**config.mk**
```make
export PLATFORM = sky130hd
export DESIGN_NAME = sic_core
export DESIGN_NICKNAME = d
export VERILOG_FILES = /design/src/logic/sic_pkg.sv /design/src/logic/sic_ptr_pair.sv /design/src/logic/sic_core.sv
export SDC_FILE = /design/constraint.sdc
export NUM_CORES = 1
export LEC_CHECK = 0
export ABC_AREA = 1
export BUFFER_PORTS_ARGS = -buffer_cell sky130_fd_sc_hd__buf_2
export CORE_MARGIN = 8
export CORE_UTILIZATION = 60
export DETAILED_ROUTE_END_ITERATION = 7
export PLACE_DENSITY = 0.85
export SLEW_MARGIN = 20
export SYNTH_ARGS = -nofsm -noshare
export SYNTH_HDL_FRONTEND = slang
export SYNTH_SLANG_ARGS = --single-unit
```
**constraint.sdc**
```tcl
create_clock -name ref_clk -period 8.25 [get_ports ref_clk]
set_input_delay 2.0625 -clock ref_clk [delete_from_list [all_inputs] [get_ports ref_clk]]
set_output_delay 2.0625 -clock ref_clk [all_outputs]
set_load 0.1 [all_outputs]
```
**src/logic/sic_pkg.sv**
```systemverilog
`default_nettype none
package sic_pkg;

  // ----------------------------------------------------------------------
  // i/o register offsets
  // ----------------------------------------------------------------------
  localparam logic [5:0] SIC_IO_SPL        = 6'h3D;
  localparam logic [5:0] SIC_IO_SPH        = 6'h3E;
  localparam logic [5:0] SIC_IO_STATUS     = 6'h3F;
  localparam logic [5:0] SIC_IO_CORE_CTRL  = 6'h35;
  localparam logic [5:0] SIC_IO_IRQ_FLAGS  = 6'h1C;
  localparam logic [5:0] SIC_IO_IRQ_ENABLE = 6'h1D;

  // ----------------------------------------------------------------------
  // field positions and reset values
  // ----------------------------------------------------------------------
  localparam int         SIC_GIE_BIT       = 7;
  localparam int         SIC_VTS_BIT       = 1;
  localparam logic [15:0] SIC_LAST_SRAM_ADDRESS = 16'h02FF;
  localparam logic [15:0] SIC_BOOT_START    = 16'h0C00;
  localparam logic [15:0] SIC_VEC_STRIDE    = 16'h0001;
  localparam logic [15:0] SIC_PTR_RESET     = 16'h0000;
  localparam logic [15:0] SIC_ONE_BYTE      = 16'h0001;
  localparam logic [15:0] SIC_RET_BYTES     = 16'h0002;
  localparam logic [7:0]  SIC_BYTE_ZERO     = 8'h00;
  localparam logic [3:0]  SIC_CNT_ZERO      = 4'h0;

  // ----------------------------------------------------------------------
  // timing in core clock cycles
  // ----------------------------------------------------------------------
  localparam logic [3:0] SIC_RESP_CYCLES = 4'h4;
  localparam logic [3:0] SIC_WAKE_CYCLES = 4'h4;
  localparam logic [3:0] SIC_INTERRUPT_EXIT_INSTR_CYCLES = 4'h4;

  // ----------------------------------------------------------------------
  // types
  // ----------------------------------------------------------------------
  typedef enum logic [2:0] {
    SIC_STK_NONE = 3'b000,
    SIC_STK_PUSH = 3'b001,
    SIC_STK_POP  = 3'b010,
    SIC_STK_CALL = 3'b011,
    SIC_STK_RET  = 3'b100,
    SIC_STK_INTERRUPT_EXIT_INSTR = 3'b101
  } sic_stack_cmd_type;

  typedef enum logic [1:0] {
    SIC_PTR_PLAIN   = 2'b00,
    SIC_PTR_DISP    = 2'b01,
    SIC_PTR_POSTINC = 2'b10,
    SIC_PTR_PREDEC  = 2'b11
  } sic_ptr_mode_type;

  typedef enum logic [2:0] {
    SIC_ALU_MOV = 3'b000,
    SIC_ALU_ADD = 3'b001,
    SIC_ALU_SUB = 3'b010,
    SIC_ALU_AND = 3'b011,
    SIC_ALU_OR  = 3'b100,
    SIC_ALU_XOR = 3'b101
  } sic_alu_op_type;

  typedef enum logic [1:0] {
    SIC_IRQ_IDLE  = 2'b00,
    SIC_IRQ_ENTRY = 2'b01,
    SIC_IRQ_EXIT  = 2'b10
  } sic_irq_state_type;

  typedef struct packed {
    logic             valid;
    logic [1:0]       sel;
    sic_ptr_mode_type mode;
    logic [5:0]       disp;
  } sic_ptr_req_type;

  typedef struct packed {
    logic           valid;
    sic_alu_op_type op;
    logic [2:0]     dst;
    logic [2:0]     src;
  } sic_alu_req_type;

  typedef struct packed {
    logic       wr;
    logic       rd;
    logic [5:0] addr;
    logic [7:0] wdata;
  } sic_io_req_type;

  typedef struct packed {
    logic [15:0] value;
  } sic_ptr_state_type;

  typedef struct packed {
    logic [15:0]       sp;
    logic              gie;
    logic              vts;
    logic [7:0]        flags;
    logic [7:0]        enables;
    logic              hold;
    sic_irq_state_type st;
    logic [3:0]        cnt;
    logic [15:0]       vector;
    logic              take;
    logic              busy;
    logic [7:0]        rdata;
    logic [15:0]       ptr_addr;
    logic [15:0]       stack_addr;
    logic [15:0]       reset_vector;
    logic [7:0]        lvl_s1;
    logic [7:0]        lvl_s2;
    logic [2:0]        fuse_s1;
    logic [2:0]        fuse_s2;
  } sic_core_state_type;

endpackage : sic_pkg
`default_nettype wire

```
**src/logic/sic_ptr_pair.sv**
```systemverilog
`timescale 1ns/1ps
`default_nettype none
module sic_ptr_pair
  import sic_pkg::*;
(
  // clock and reset
  input  wire logic        ref_clk,
  input  wire logic        rst,
  input  wire logic        ce,
  // byte writes
  input  wire logic        wr_lo,
  input  wire logic        wr_hi,
  input  wire logic [7:0]  lo_in,
  input  wire logic [7:0]  hi_in,
  // pointer value
  output logic      [15:0] value
);

  sic_ptr_state_type s_r;
  sic_ptr_state_type s_nxt;

  // ----------------------------------------------------------------------
  // byte-wise update of one pointer pair
  // ----------------------------------------------------------------------
  always_comb begin
    s_nxt = s_r;
    if (wr_lo) begin
      s_nxt.value[7:0] = lo_in;
    end
    if (wr_hi) begin
      s_nxt.value[15:8] = hi_in;
    end
  end

  always_ff @(posedge ref_clk) begin
    if (rst) begin
      s_r.value <= SIC_PTR_RESET;
    end else if (ce) begin
      s_r <= s_nxt;
    end
  end

  assign value = s_r.value;

endmodule // sic_ptr_pair
`default_nettype wire

```
**src/logic/sic_core.sv**
```systemverilog
// Overview of operation
// - R26..R31 form three 16-bit pointer pairs
// - pointers support displacement, post-increment, pre-decrement
// - stack grows downward, pointer marks top
// - push decrements by one, pop increments
// - calls, entry minus two; returns plus two
// - pointer in two bytes; high byte optional
// - pointer resets to last sram address
// - core runs on undivided clock
// - two-register alu op completes in one cycle
// - take needs local and global enable
// - boot lock bits may suppress interrupts
// - low vectors first; lower vector, higher priority
// - select bit and fuse relocate vectors
// - entry clears global enable; exit sets it
// - vectoring or writing one clears flag
// - disabled flags stay latched, served by priority
// - level requests only while condition persists
// - one main instruction runs after exit
// - status register not saved by hardware
// - disable instruction blocks interrupts at once
// - instruction after enable always executes
// - entry takes four cycles, plus four from sleep
// - exit takes four cycles, sets global enable
`timescale 1ns/1ps
`default_nettype none
module sic_core
  import sic_pkg::*;
#(
  parameter int          IRQ_COUNT  = 8,
  parameter int          SP_WIDTH   = 10,
  parameter logic [15:0] LAST_SRAM  = SIC_LAST_SRAM_ADDRESS,
  parameter logic [15:0] BOOT_START = SIC_BOOT_START,
  parameter logic [15:0] VEC_STRIDE = SIC_VEC_STRIDE,
  parameter logic [7:0]  LEVEL_MASK = 8'h00
) (
  // clock and reset
  input  wire logic                 ref_clk,
  input  wire logic                 rst,
  input  wire logic                 ce,
  // i/o register port
  input  wire sic_io_req_type       io_req,
  output logic [7:0]                io_rdata,
  // instruction timing from the core
  input  wire logic                 instr_done,
  input  wire logic                 sei_instr,
  input  wire logic                 cli_instr,
  input  wire logic                 sleeping,
  input  wire logic [15:0]          pc_in,
  // stack
  input  wire sic_stack_cmd_type    stack_cmd,
  output logic [15:0]               stack_pointer,
  output logic [15:0]               stack_addr,
  // pointer pairs
  input  wire sic_ptr_req_type      ptr_req,
  input  wire sic_alu_req_type      alu_req,
  input  wire logic                 rf_wr_en,
  input  wire logic [2:0]           rf_wr_idx,
  input  wire logic [7:0]           rf_wr_data,
  output logic [15:0]               ptr_addr,
  output logic [47:0]               ptr_pairs,
  // interrupt sources and straps
  input  wire logic [IRQ_COUNT-1:0] irq_event,
  input  wire logic [IRQ_COUNT-1:0] irq_level_pin,
  input  wire logic                 reset_vector_relocate_fuse,
  input  wire logic                 boot_lock_app_bit,
  input  wire logic                 boot_lock_loader_bit,
  // interrupt answer
  output logic                      irq_take,
  output logic [15:0]               irq_vector,
  output logic                      core_busy,
  output logic                      global_irq_enable,
  output logic [15:0]               reset_vector
);

  // ----------------------------------------------------------------------
  // elaboration checks and constants
  // ----------------------------------------------------------------------
  if (IRQ_COUNT < 1 || IRQ_COUNT > 8) begin : g_bad_irq
    $error("IRQ_COUNT must lie in 1..8");
  end
  if (SP_WIDTH < 8 || SP_WIDTH > 16) begin : g_bad_sp
    $error("SP_WIDTH must lie in 8..16");
  end

  localparam logic        HAS_SPH  = (SP_WIDTH > 8);
  localparam logic [15:0] SP_MASK  = 16'((32'h1 << SP_WIDTH) - 1);
  localparam logic [7:0]  IRQ_MASK = 8'((32'h1 << IRQ_COUNT) - 1);

  sic_core_state_type s_r;
  sic_core_state_type s_nxt;

  logic [15:0] pval [3];
  logic [7:0]  pbyte [6];
  logic [5:0]  bwen;
  logic [7:0]  bdat [6];
  logic [7:0]  pending;
  logic [2:0]  win_idx;
  logic        take_c;
  logic        gie_eff;
  logic        boot_block;
  logic [15:0] vbase;
  logic [15:0] step_val;
  logic [7:0]  alu_a;
  logic [7:0]  alu_b;
  logic [7:0]  alu_y;

  // ----------------------------------------------------------------------
  // pointer pairs
  // ----------------------------------------------------------------------
  // three pointer pairs
  for (genvar g = 0; g < 3; g++) begin : g_pair
    sic_ptr_pair u_pair (
      .ref_clk (ref_clk),
      .rst     (rst),
      .ce      (ce),
      .wr_lo   (bwen[2*g]),
      .wr_hi   (bwen[2*g+1]),
      .lo_in   (bdat[2*g]),
      .hi_in   (bdat[2*g+1]),
      .value   (pval[g])
    );
    assign pbyte[2*g]   = pval[g][7:0];
    assign pbyte[2*g+1] = pval[g][15:8];
  end

  // ----------------------------------------------------------------------
  // pointer byte writes: step, alu, then register file
  // ----------------------------------------------------------------------
  always_comb begin
    bwen  = '0;
    alu_a = SIC_BYTE_ZERO;
    alu_b = SIC_BYTE_ZERO;
    alu_y = SIC_BYTE_ZERO;
    step_val = pval[ptr_req.sel];
    for (int b = 0; b < 6; b++) begin
      bdat[b] = pbyte[b];
    end
    if (ptr_req.valid && ptr_req.sel != 2'd3) begin
      if (ptr_req.mode == SIC_PTR_POSTINC) begin
        step_val = pval[ptr_req.sel] + SIC_ONE_BYTE;
      end else if (ptr_req.mode == SIC_PTR_PREDEC) begin
        step_val = pval[ptr_req.sel] - SIC_ONE_BYTE;
      end
      if (ptr_req.mode == SIC_PTR_POSTINC ||
          ptr_req.mode == SIC_PTR_PREDEC) begin
        bwen[2*ptr_req.sel]   = 1'b1;
        bwen[2*ptr_req.sel+1] = 1'b1;
        bdat[2*ptr_req.sel]   = step_val[7:0];
        bdat[2*ptr_req.sel+1] = step_val[15:8];
      end
    end
    if (alu_req.valid && alu_req.dst < 3'd6 && alu_req.src < 3'd6) begin
      alu_a = pbyte[alu_req.dst];
      alu_b = pbyte[alu_req.src];
      unique case (alu_req.op)
        SIC_ALU_MOV: alu_y = alu_b;
        SIC_ALU_ADD: alu_y = alu_a + alu_b;
        SIC_ALU_SUB: alu_y = alu_a - alu_b;
        SIC_ALU_AND: alu_y = alu_a & alu_b;
        SIC_ALU_OR:  alu_y = alu_a | alu_b;
        SIC_ALU_XOR: alu_y = alu_a ^ alu_b;
        default:     alu_y = alu_a;
      endcase
      bwen[alu_req.dst] = 1'b1;
      bdat[alu_req.dst] = alu_y;
    end
    if (rf_wr_en && rf_wr_idx < 3'd6) begin
      bwen[rf_wr_idx] = 1'b1;
      bdat[rf_wr_idx] = rf_wr_data;
    end
  end

  // ----------------------------------------------------------------------
  // interrupt arbitration
  // ----------------------------------------------------------------------
  always_comb begin
    pending = ((s_r.flags & ~LEVEL_MASK) | (s_r.lvl_s2 & LEVEL_MASK))
              & s_r.enables & IRQ_MASK;
    win_idx = 3'd0;
    for (int i = 7; i >= 0; i--) begin
      if (pending[i]) begin
        win_idx = 3'(i);
      end
    end
    gie_eff = s_r.gie && !cli_instr;
    boot_block = (!s_r.vts && pc_in >= BOOT_START && s_r.fuse_s2[2]) ||
                 (s_r.vts && pc_in < BOOT_START && s_r.fuse_s2[1]);
    vbase = s_r.vts ? BOOT_START : 16'h0000;
    take_c = instr_done && s_r.st == SIC_IRQ_IDLE && gie_eff &&
             !s_r.hold && !sei_instr && !boot_block && (|pending) &&
             stack_cmd == SIC_STK_NONE;
  end

  // ----------------------------------------------------------------------
  // next state
  // ----------------------------------------------------------------------
  always_comb begin
    s_nxt = s_r;
    s_nxt.take = 1'b0;
    s_nxt.lvl_s1 = 8'(irq_level_pin);
    s_nxt.lvl_s2 = s_r.lvl_s1;
    s_nxt.fuse_s1 = {boot_lock_loader_bit, boot_lock_app_bit,
                     reset_vector_relocate_fuse};
    s_nxt.fuse_s2 = s_r.fuse_s1;
    s_nxt.reset_vector = s_r.fuse_s2[0] ? BOOT_START : 16'h0000;
    if (ptr_req.valid && ptr_req.sel != 2'd3) begin
      unique case (ptr_req.mode)
        SIC_PTR_PLAIN:   s_nxt.ptr_addr = pval[ptr_req.sel];
        SIC_PTR_DISP:    s_nxt.ptr_addr = pval[ptr_req.sel] +
                                          16'(ptr_req.disp);
        SIC_PTR_POSTINC: s_nxt.ptr_addr = pval[ptr_req.sel];
        SIC_PTR_PREDEC:  s_nxt.ptr_addr = step_val;
      endcase
    end
    // i/o reads return registered data
    if (io_req.rd) begin
      unique case (io_req.addr)
        SIC_IO_SPL:        s_nxt.rdata = s_r.sp[7:0];
        SIC_IO_SPH:        s_nxt.rdata = HAS_SPH ? s_r.sp[15:8] : 8'h00;
        SIC_IO_STATUS:     s_nxt.rdata = 8'(s_r.gie) << SIC_GIE_BIT;
        SIC_IO_CORE_CTRL:  s_nxt.rdata = 8'(s_r.vts) << SIC_VTS_BIT;
        SIC_IO_IRQ_FLAGS:  s_nxt.rdata = s_r.flags;
        SIC_IO_IRQ_ENABLE: s_nxt.rdata = s_r.enables;
        default:           s_nxt.rdata = SIC_BYTE_ZERO;
      endcase
    end
    if (io_req.wr) begin
      if (io_req.addr == SIC_IO_SPL) begin
        s_nxt.sp = {s_r.sp[15:8], io_req.wdata} & SP_MASK;
      end
      if (io_req.addr == SIC_IO_SPH && HAS_SPH) begin
        s_nxt.sp = {io_req.wdata, s_r.sp[7:0]} & SP_MASK;
      end
      // only the enable bit lives here
      if (io_req.addr == SIC_IO_STATUS) begin
        s_nxt.gie = io_req.wdata[SIC_GIE_BIT];
      end
      if (io_req.addr == SIC_IO_CORE_CTRL) begin
        s_nxt.vts = io_req.wdata[SIC_VTS_BIT];
      end
      if (io_req.addr == SIC_IO_IRQ_ENABLE) begin
        s_nxt.enables = io_req.wdata & IRQ_MASK;
      end
      if (io_req.addr == SIC_IO_IRQ_FLAGS) begin
        s_nxt.flags = s_r.flags & ~io_req.wdata;
      end
    end
    if (sei_instr && instr_done) begin
      s_nxt.gie = 1'b1;
      s_nxt.hold = 1'b1;
    end else if (instr_done && s_r.st == SIC_IRQ_IDLE) begin
      s_nxt.hold = 1'b0;
    end
    if (cli_instr) begin
      s_nxt.gie = 1'b0;
    end
    if (s_r.st == SIC_IRQ_IDLE) begin
      unique case (stack_cmd)
        SIC_STK_NONE: ;
        SIC_STK_PUSH: begin
          s_nxt.stack_addr = s_r.sp;
          s_nxt.sp = (s_r.sp - SIC_ONE_BYTE) & SP_MASK;
        end
        SIC_STK_POP: begin
          s_nxt.sp = (s_r.sp + SIC_ONE_BYTE) & SP_MASK;
          s_nxt.stack_addr = s_nxt.sp;
        end
        SIC_STK_CALL: begin
          s_nxt.stack_addr = s_r.sp;
          s_nxt.sp = (s_r.sp - SIC_RET_BYTES) & SP_MASK;
        end
        SIC_STK_RET: begin
          s_nxt.stack_addr = (s_r.sp + SIC_ONE_BYTE) & SP_MASK;
          s_nxt.sp = (s_r.sp + SIC_RET_BYTES) & SP_MASK;
        end
        SIC_STK_INTERRUPT_EXIT_INSTR: begin
          s_nxt.stack_addr = (s_r.sp + SIC_ONE_BYTE) & SP_MASK;
          s_nxt.sp = (s_r.sp + SIC_RET_BYTES) & SP_MASK;
          s_nxt.st = SIC_IRQ_EXIT;
          s_nxt.cnt = SIC_INTERRUPT_EXIT_INSTR_CYCLES - 4'h1;
          s_nxt.busy = 1'b1;
        end
        default: ;
      endcase
    end
    // interrupt sequencer
    unique case (s_r.st)
      SIC_IRQ_IDLE: begin
        if (take_c) begin
          s_nxt.take = 1'b1;
          s_nxt.busy = 1'b1;
          s_nxt.st = SIC_IRQ_ENTRY;
          s_nxt.cnt = SIC_RESP_CYCLES - 4'h1 +
                      (sleeping ? SIC_WAKE_CYCLES : SIC_CNT_ZERO);
          s_nxt.gie = 1'b0;
          s_nxt.vector = vbase + (16'(win_idx) + 16'h0001) * VEC_STRIDE;
          s_nxt.stack_addr = s_r.sp;
          s_nxt.sp = (s_r.sp - SIC_RET_BYTES) & SP_MASK;
          s_nxt.flags[win_idx] = s_nxt.flags[win_idx] & LEVEL_MASK[win_idx];
        end
      end
      SIC_IRQ_ENTRY: begin
        s_nxt.cnt = s_r.cnt - 4'h1;
        if (s_r.cnt == SIC_CNT_ZERO) begin
          s_nxt.st = SIC_IRQ_IDLE;
          s_nxt.busy = 1'b0;
        end
      end
      SIC_IRQ_EXIT: begin
        s_nxt.cnt = s_r.cnt - 4'h1;
        if (s_r.cnt == SIC_CNT_ZERO) begin
          s_nxt.st = SIC_IRQ_IDLE;
          s_nxt.busy = 1'b0;
          s_nxt.gie = 1'b1;
          s_nxt.hold = 1'b1;
        end
      end
      default: s_nxt.st = SIC_IRQ_IDLE;
    endcase
    s_nxt.flags = (s_nxt.flags | 8'(irq_event)) & IRQ_MASK & ~LEVEL_MASK;
  end

  // ----------------------------------------------------------------------
  // state register
  // ----------------------------------------------------------------------
  // undivided core clock
  always_ff @(posedge ref_clk) begin
    if (rst) begin
      s_r <= '0;
      s_r.sp <= LAST_SRAM;
      s_r.st <= SIC_IRQ_IDLE;
    end else if (ce) begin
      s_r <= s_nxt;
    end
  end

  assign io_rdata          = s_r.rdata;
  assign stack_pointer     = s_r.sp;
  assign stack_addr        = s_r.stack_addr;
  assign ptr_addr          = s_r.ptr_addr;
  assign ptr_pairs         = {pval[2], pval[1], pval[0]};
  assign irq_take          = s_r.take;
  assign irq_vector        = s_r.vector;
  assign core_busy         = s_r.busy;
  assign global_irq_enable = s_r.gie;
  assign reset_vector      = s_r.reset_vector;
endmodule // sic_core
`default_nettype wire

```
; ---- Word-level counts from Yosys, hierarchy flattened
; Memory sizes are Yosys's and may differ from the RTL's.
; Cells that the tools add are included.
[word_totals]
register_bits = 166
in_bits = 94
memories = 1
romBits = 8
wordCells = 254
[op_classes]
reduce_logical = 55
muxes = 97
n_lt_le_gt_ge = 25
bitwise = 17
eq_ne = 22
addsub = 14
[mem_list]
columns = memory, words, word_bits, rd, rd_ports_with_merged_regs, write_ports, line
row1 = (no name shown), 8, 1, 1, 0, 0, sic_core.sv:300  ; s_nxt.flags[win_idx] = s_nxt.flags[win_idx] & LEVEL_MASK[win_idx];
[ops]
columns = operator, count
row1 = $bwmux W48, 4
row2 = $mux W16, 12
row3 = $mux W48, 4
row4 = $mux W8, 13
row5 = $demux W8 S3, 4
row6 = $pmux W8 S6, 2
row7 = $ge A33 B4 Y1 const B, 2
row8 = $lt A33 B1 Y1 const B, 2
row9 = $pmux W16 S4, 1
row10 = $bmux W8 S3, 2
row11 = $pmux W16 S3, 1
row12 = $mux W6, 6
row13 = $mux W34, 1
row14 = $not A3 Y33, 1
row15 = $not A4 Y33, 1
row16 = $bmux W16 S2, 1
row17 = $ge A32 B1 Y1 const B, 1
row18 = $lt A32 B4 Y1 const B, 1
row19 = $pmux W16 S2, 1
row20 = $mux W3, 10
row21 = $logic_and A1 B1 Y1, 26
row22 = $and A8 B8 Y8, 3
row23 = $eq A6 B6 Y1 const B, 4
row24 = $mux W12, 2
row25 = 57 further kinds, 125

; ---- Logic depth before layout (Yosys ltp)
[logic_depth]
ltp_word = 17
mapped_depth = 29

; ---- Hierarchy
; From an unflattened synthesis, not the netlist that was laid out.
[hier_totals]
hier_cells = 2318
area_unflattened_um2 = 13492.9
[by_module_without_submodules]
columns = mod, instances, seq_area_each_um2, cells_per_inst, area_per_inst_um2
row1 = sic_core, 1, 1901.8, 2012, 11443.5
row2 = sic_ptr_pair, 3, 320.3, 102, 683.2

; ---- Least setup slack after synthesis
; Ideal clock, no wire load.
[synth_timing]
kind = input to register
startpoint = input alu_req[1] (netlist name)
endpoint = register g_pair[0].u_pair.value[14] (netlist name)
path_slack_ps = 3206
arrival_time_ps = 4911
cell_stages = 29
t_required_ps = 8118
cell_sequence = buf_4 inv_2 nand2_1 a21oi_1 o21ai_0 nand2_1 inv_1 ha_1 inv_1 nand2_1 o21ai_0 inv_1 fa_1 inv_1 nand3_1 nand2_1 nand2_1 nand2_1 nand2_1 nand2_1 a21oi_1 o21ai_0 nand3_1 o21ai_1 nand2_1 nand3_1 nand2_1 nand2_1 a21oi_1
[synth_via]
elab_chain_cells = 11
[synth_lines]
columns = item, line
row1 = "start, declared", sic_core.sv:56  ; input wire sic_alu_req_type alu_req,
row2 = $not A3 Y4 (implied by the code), sic_core.sv:155  ; alu_b = pbyte[alu_req.src];
row3 = $bmux W8 S3, sic_core.sv:155
row4 = $mux W8 (implied by the code) (2 in a row), sic_core.sv:155
row5 = "$sub A8 B8 Y8, or another cell as far along", sic_core.sv:159  ; SIC_ALU_SUB: alu_y = alu_a - alu_b;
row6 = $pmux W8 S6, sic_core.sv:156  ; unique case (alu_req.op)
row7 = $mux W8, sic_core.sv:153  ; if (alu_req.valid && alu_req.dst < 3'd6 && alu_req.src < 3'd6) begin
row8 = $bwmux W48, sic_core.sv:166  ; bdat[alu_req.dst] = alu_y;
row9 = $mux W48, sic_core.sv:153
row10 = $bwmux W48, sic_core.sv:170  ; bdat[rf_wr_idx] = rf_wr_data;
row11 = $mux W48, sic_core.sv:168  ; if (rf_wr_en && rf_wr_idx < 3'd6) begin
; Parallel ways exist; a longest one is shown, timed or not. The select of a mux whose other input is x is not followed.
; A chain may end at the register's enable or synchronous reset.

; ---- Final worst setup path
[layout_timing]
startpoint = input alu_req[0] (netlist name)
endpoint = register g_pair[1].u_pair.value[10] (netlist name)
[layout_via]
elab_chain_cells = 11
[layout_lines]
columns = item, line
row1 = $not A3 Y4 (implied by the code), sic_core.sv:155
row2 = $bmux W8 S3, sic_core.sv:155
row3 = $mux W8 (implied by the code) (2 in a row), sic_core.sv:155
row4 = "$sub A8 B8 Y8, or another cell as far along", sic_core.sv:159
row5 = $pmux W8 S6, sic_core.sv:156
row6 = $mux W8, sic_core.sv:153
row7 = $bwmux W48, sic_core.sv:166
row8 = $mux W48, sic_core.sv:153
row9 = $bwmux W48, sic_core.sv:170
row10 = $mux W48, sic_core.sv:168
; Parallel ways exist; a longest one is shown, timed or not. The select of a mux whose other input is x is not followed.

==> results.ini <==
[setup_path]
worstPathRequired_ns=8.54
crit_fanout=31
start_kind=input pin
endpoint_kind=flop
crit_type=input pin to flop
cp.arrival_ns=6.31

[status]
status=finished with violations
violations=design-rule violations

[detailed_routing]
drt-total-wl_mm=52.6
vias=15600
routedWlPerCell_um=21.0
drc=66
vias_per_cell=6.22
ant_nets=0
first_pass_iters=8
drt_iter0_markers=2444

[clocking]
post_cts_buffers=0
ctsResizeCount=0
root_buffer=clkbuf_16
clk_path_buf_depth=2
clock_latency_ns=0.45
cts_hold_buf=0
cts_htree_levels=4
clock-sinks=143
cts_made_buffers=17
path_clk_slew_ns=0.08
cts_tree=yes

[power_and_ir_drop]
p_per_area_nw_per_um2=162
ir_drop_mv=0.144
switching_share_pct=43.0
pwr-share-clk_pct=34.6
leakagePower_uw=0.00654
p_int_uw=1280
power_uw=2250
pwr-share-comb_pct=31.6
pwr-share-seq_pct=33.8
power.switching_uw=967

[placed_design]
dp_hpwl_mm=39.2
gp_congestion=1.09
io_buffers=190
dpl.cell_count=2468
postPlaceCellArea_um2=13300
pre_cts_slack_ns=2.06

[global_route]
globalRouteTotalUtil_pct=38.6
grt_max_degree=76
grt_first_pass_wirelength_mm=79.9
grt_overflow=0
antenna_found_initial=3
grt_pass1_vias=14100

[floorplanning]
ios=233
dieArea_um2=26300
fp-row-count=53
dieWidth_um=162
core_area_um2=21000
die_y_um=162
initial_core_util_pct=61.0

[timing]
drv_slew=0
fin_crit_ns=6.02
finalCritPeriodShare_pct=73.0
timing.fmax_ghz=0.166
fin_worst_skew_ns=0.0198
tightest_slew_ns=1.24
slew-limit-headroom_pct=16.5
finalHoldViolations=0
rsz0062_at_grt=no
postLayoutSetupSlackWorst_ns=2.23
setup_tns_ns=0
setup_viol=0

[finish]
stdcell_count=2502
design_area_um2=13900
synthToLayoutAreaGrowth_pct=8.18
nNetsFinal=2352
drive_gt1_share_pct=13.1

[synth]
synth_cell_types=59
ys_async_sr_fraction_pct=0
synthFlopType=dfxtp_1
synth-edff-count=0
yosysSeqAreaShare_pct=22.3
yosys_register_bits=143
synth_cells=2132
avgSynthCellArea_um2=6.02
netlist_area_um2=12800
ys_warn_count=0

[worst_hold_path]
worstHoldPathType=flop to flop

[run]
cap_violations=0

## worst paths after layout
path	start	slack (ns)	depth (start not counted)	end
hold / removal	io_rdata[4]	0.46	2	io_rdata[4]
setup / recovery	alu_req[0]	2.23	21	g_pair[1].u_pair.value[10]
setup reg to reg	g_pair[2].u_pair.value[9]	3.95	21	g_pair[1].u_pair.value[10]
hold reg to reg	io_rdata[4]	0.46	2	io_rdata[4]
## state kept, by name, indices dropped and copies added (netlist names)
name,flops
io_rdata,8
irq_take,1
s_nxt,3
global_irq_enable,1
stack_addr,16
stack_pointer,16
s_r,27
core_busy,1
reset_vector,1
ptr_addr,16
g_pair.u_pair.value,48
irq_vector,5
## metal layers
layer  part of all wire (%)  track usage, %  vias to the layer above
met4                    4.9            17.2                        4
met2                     42            57.0                     1143
met3                     15            12.6                      230
met1                     39            50.2                     7005
li1                       -               -                     7184
met5                  0.044               0                        -
## synth_stat cells, types with 12 or more instances
library cell / instances / area [um^2]
nand2_1: 540 / 2030
inv_1: 236 / 886
a21oi_1: 207 / 1040
o21ai_0: 195 / 976
nor2_1: 182 / 683
dfxtp_1: 143 / 2860
nand3_1: 112 / 561
buf_4: 92 / 691
clkbuf_1: 48 / 180
ha_1: 44 / 551
a31oi_1: 36 / 225
o211ai_1: 32 / 240
xor2_1: 27 / 236
o21ai_1: 21 / 105
o22ai_1: 20 / 125
inv_2: 18 / 67.6
nand4_1: 16 / 100
o221ai_1: 16 / 140
buf_2: 14 / 70.1
nor3_1: 12 / 60.1
## layout make-up
type	count	area [um^2]
antenna	2	5.00
clock inverter	14	141
multi-input combinational	1593	8110
fill	2014	7150
clock buffer	18	439
sequential	143	2860
tap	275	344
timing repair buffer	196	996
inverter	261	980
## placed cells by master, fill, tap and decap left out, types with 4 or more instances in the layout
cell / netlist / final
nand2_1: 540 / 540
clkbuf_16: 0 / 17
clkinv_1: 7 / 8
nor2_1: 182 / 182
o221ai_1: 16 / 16
nand3_2: 10 / 10
inv_2: 18 / 19
a21oi_1: 207 / 207
nor3_1: 12 / 12
nand2_2: 9 / 9
inv_1: 236 / 234
conb_1: 1 / 24
buf_2: 14 / 190
nand4_1: 16 / 16
o21ai_1: 21 / 22
a211oi_1: 11 / 11
a31oi_1: 36 / 36
ha_1: 44 / 44
xor2_1: 27 / 27
o211ai_1: 32 / 32
o311ai_0: 4 / 4
nor2_4: 4 / 4
a221oi_1: 8 / 8
o22ai_1: 20 / 20
a22oi_1: 5 / 5
o21ai_0: 195 / 194
o31ai_1: 4 / 4
nor2_2: 7 / 7
o21bai_1: 7 / 7
nand3_1: 112 / 112
inv_6: 0 / 6
dfxtp_1: 143 / 143
nor4_1: 5 / 5
buf_4: 92 / 6
## cell families (layout without fill, tap and decap cells)
| family | Yosys count | count (layout) | share of synthesized area [%] |
|---|---|---|---|
| simple gates | 908 | 908 | 29.7 |
| fa+ha+maj | 46 | 46 | 4.60 |
| compound gates | 584 | 584 | 26.0 |
| flops | 143 | 143 | 22.3 |
| xor+xnor | 31 | 31 | 2.18 |
| buf+inv | 419 | 489 | 15.1 |
| other cells | 1 | 26 | 0.0292 |
## worst max-delay path: stages
cell	delay, ns
buf_2	0.42
inv_2	0.28
o211ai_1	0.23
nand2_1	0.12
a21oi_1	0.32
ha_1	0.31
inv_1	0.05
nand2_1	0.05
o21ai_0	0.12
inv_1	0.09
fa_1	0.43
xor2_1	0.15
o22ai_1	0.10
nor2_1	0.10
o21ai_0	0.10
a21oi_1	0.91
nand2_1	0.16
nand2_1	0.12
nand2_1	0.05
nand2_1	0.07
a21oi_1	0.06
## power groups by stage
| stage | logic (uW) | clock network, uW | registers (uW) |
|---|---|---|---|
| after floorplan | 504 | 0 | 803 |
| after global placement | 675 | 0 | 772 |
| after detailed placement | 686 | 0 | 772 |
| after CTS | 689 | 773 | 756 |
| after global routing | 753 | 804 | 762 |
| final | 711 | 780 | 760 |
## metrics by stage
step / hold slack (ns) / utilization, %
2_1_floorplan: 0.439 / -
3_3_place_gp: 0.450 / 63.2
3_5_place_dp: 0.452 / 63.2
4_1_cts: 0.463 / 66.0
5_1_grt: 0.473 / 66.0
6_report: 0.462 / 66.0
No activity file was read; power rests on OpenSTA's default activity.
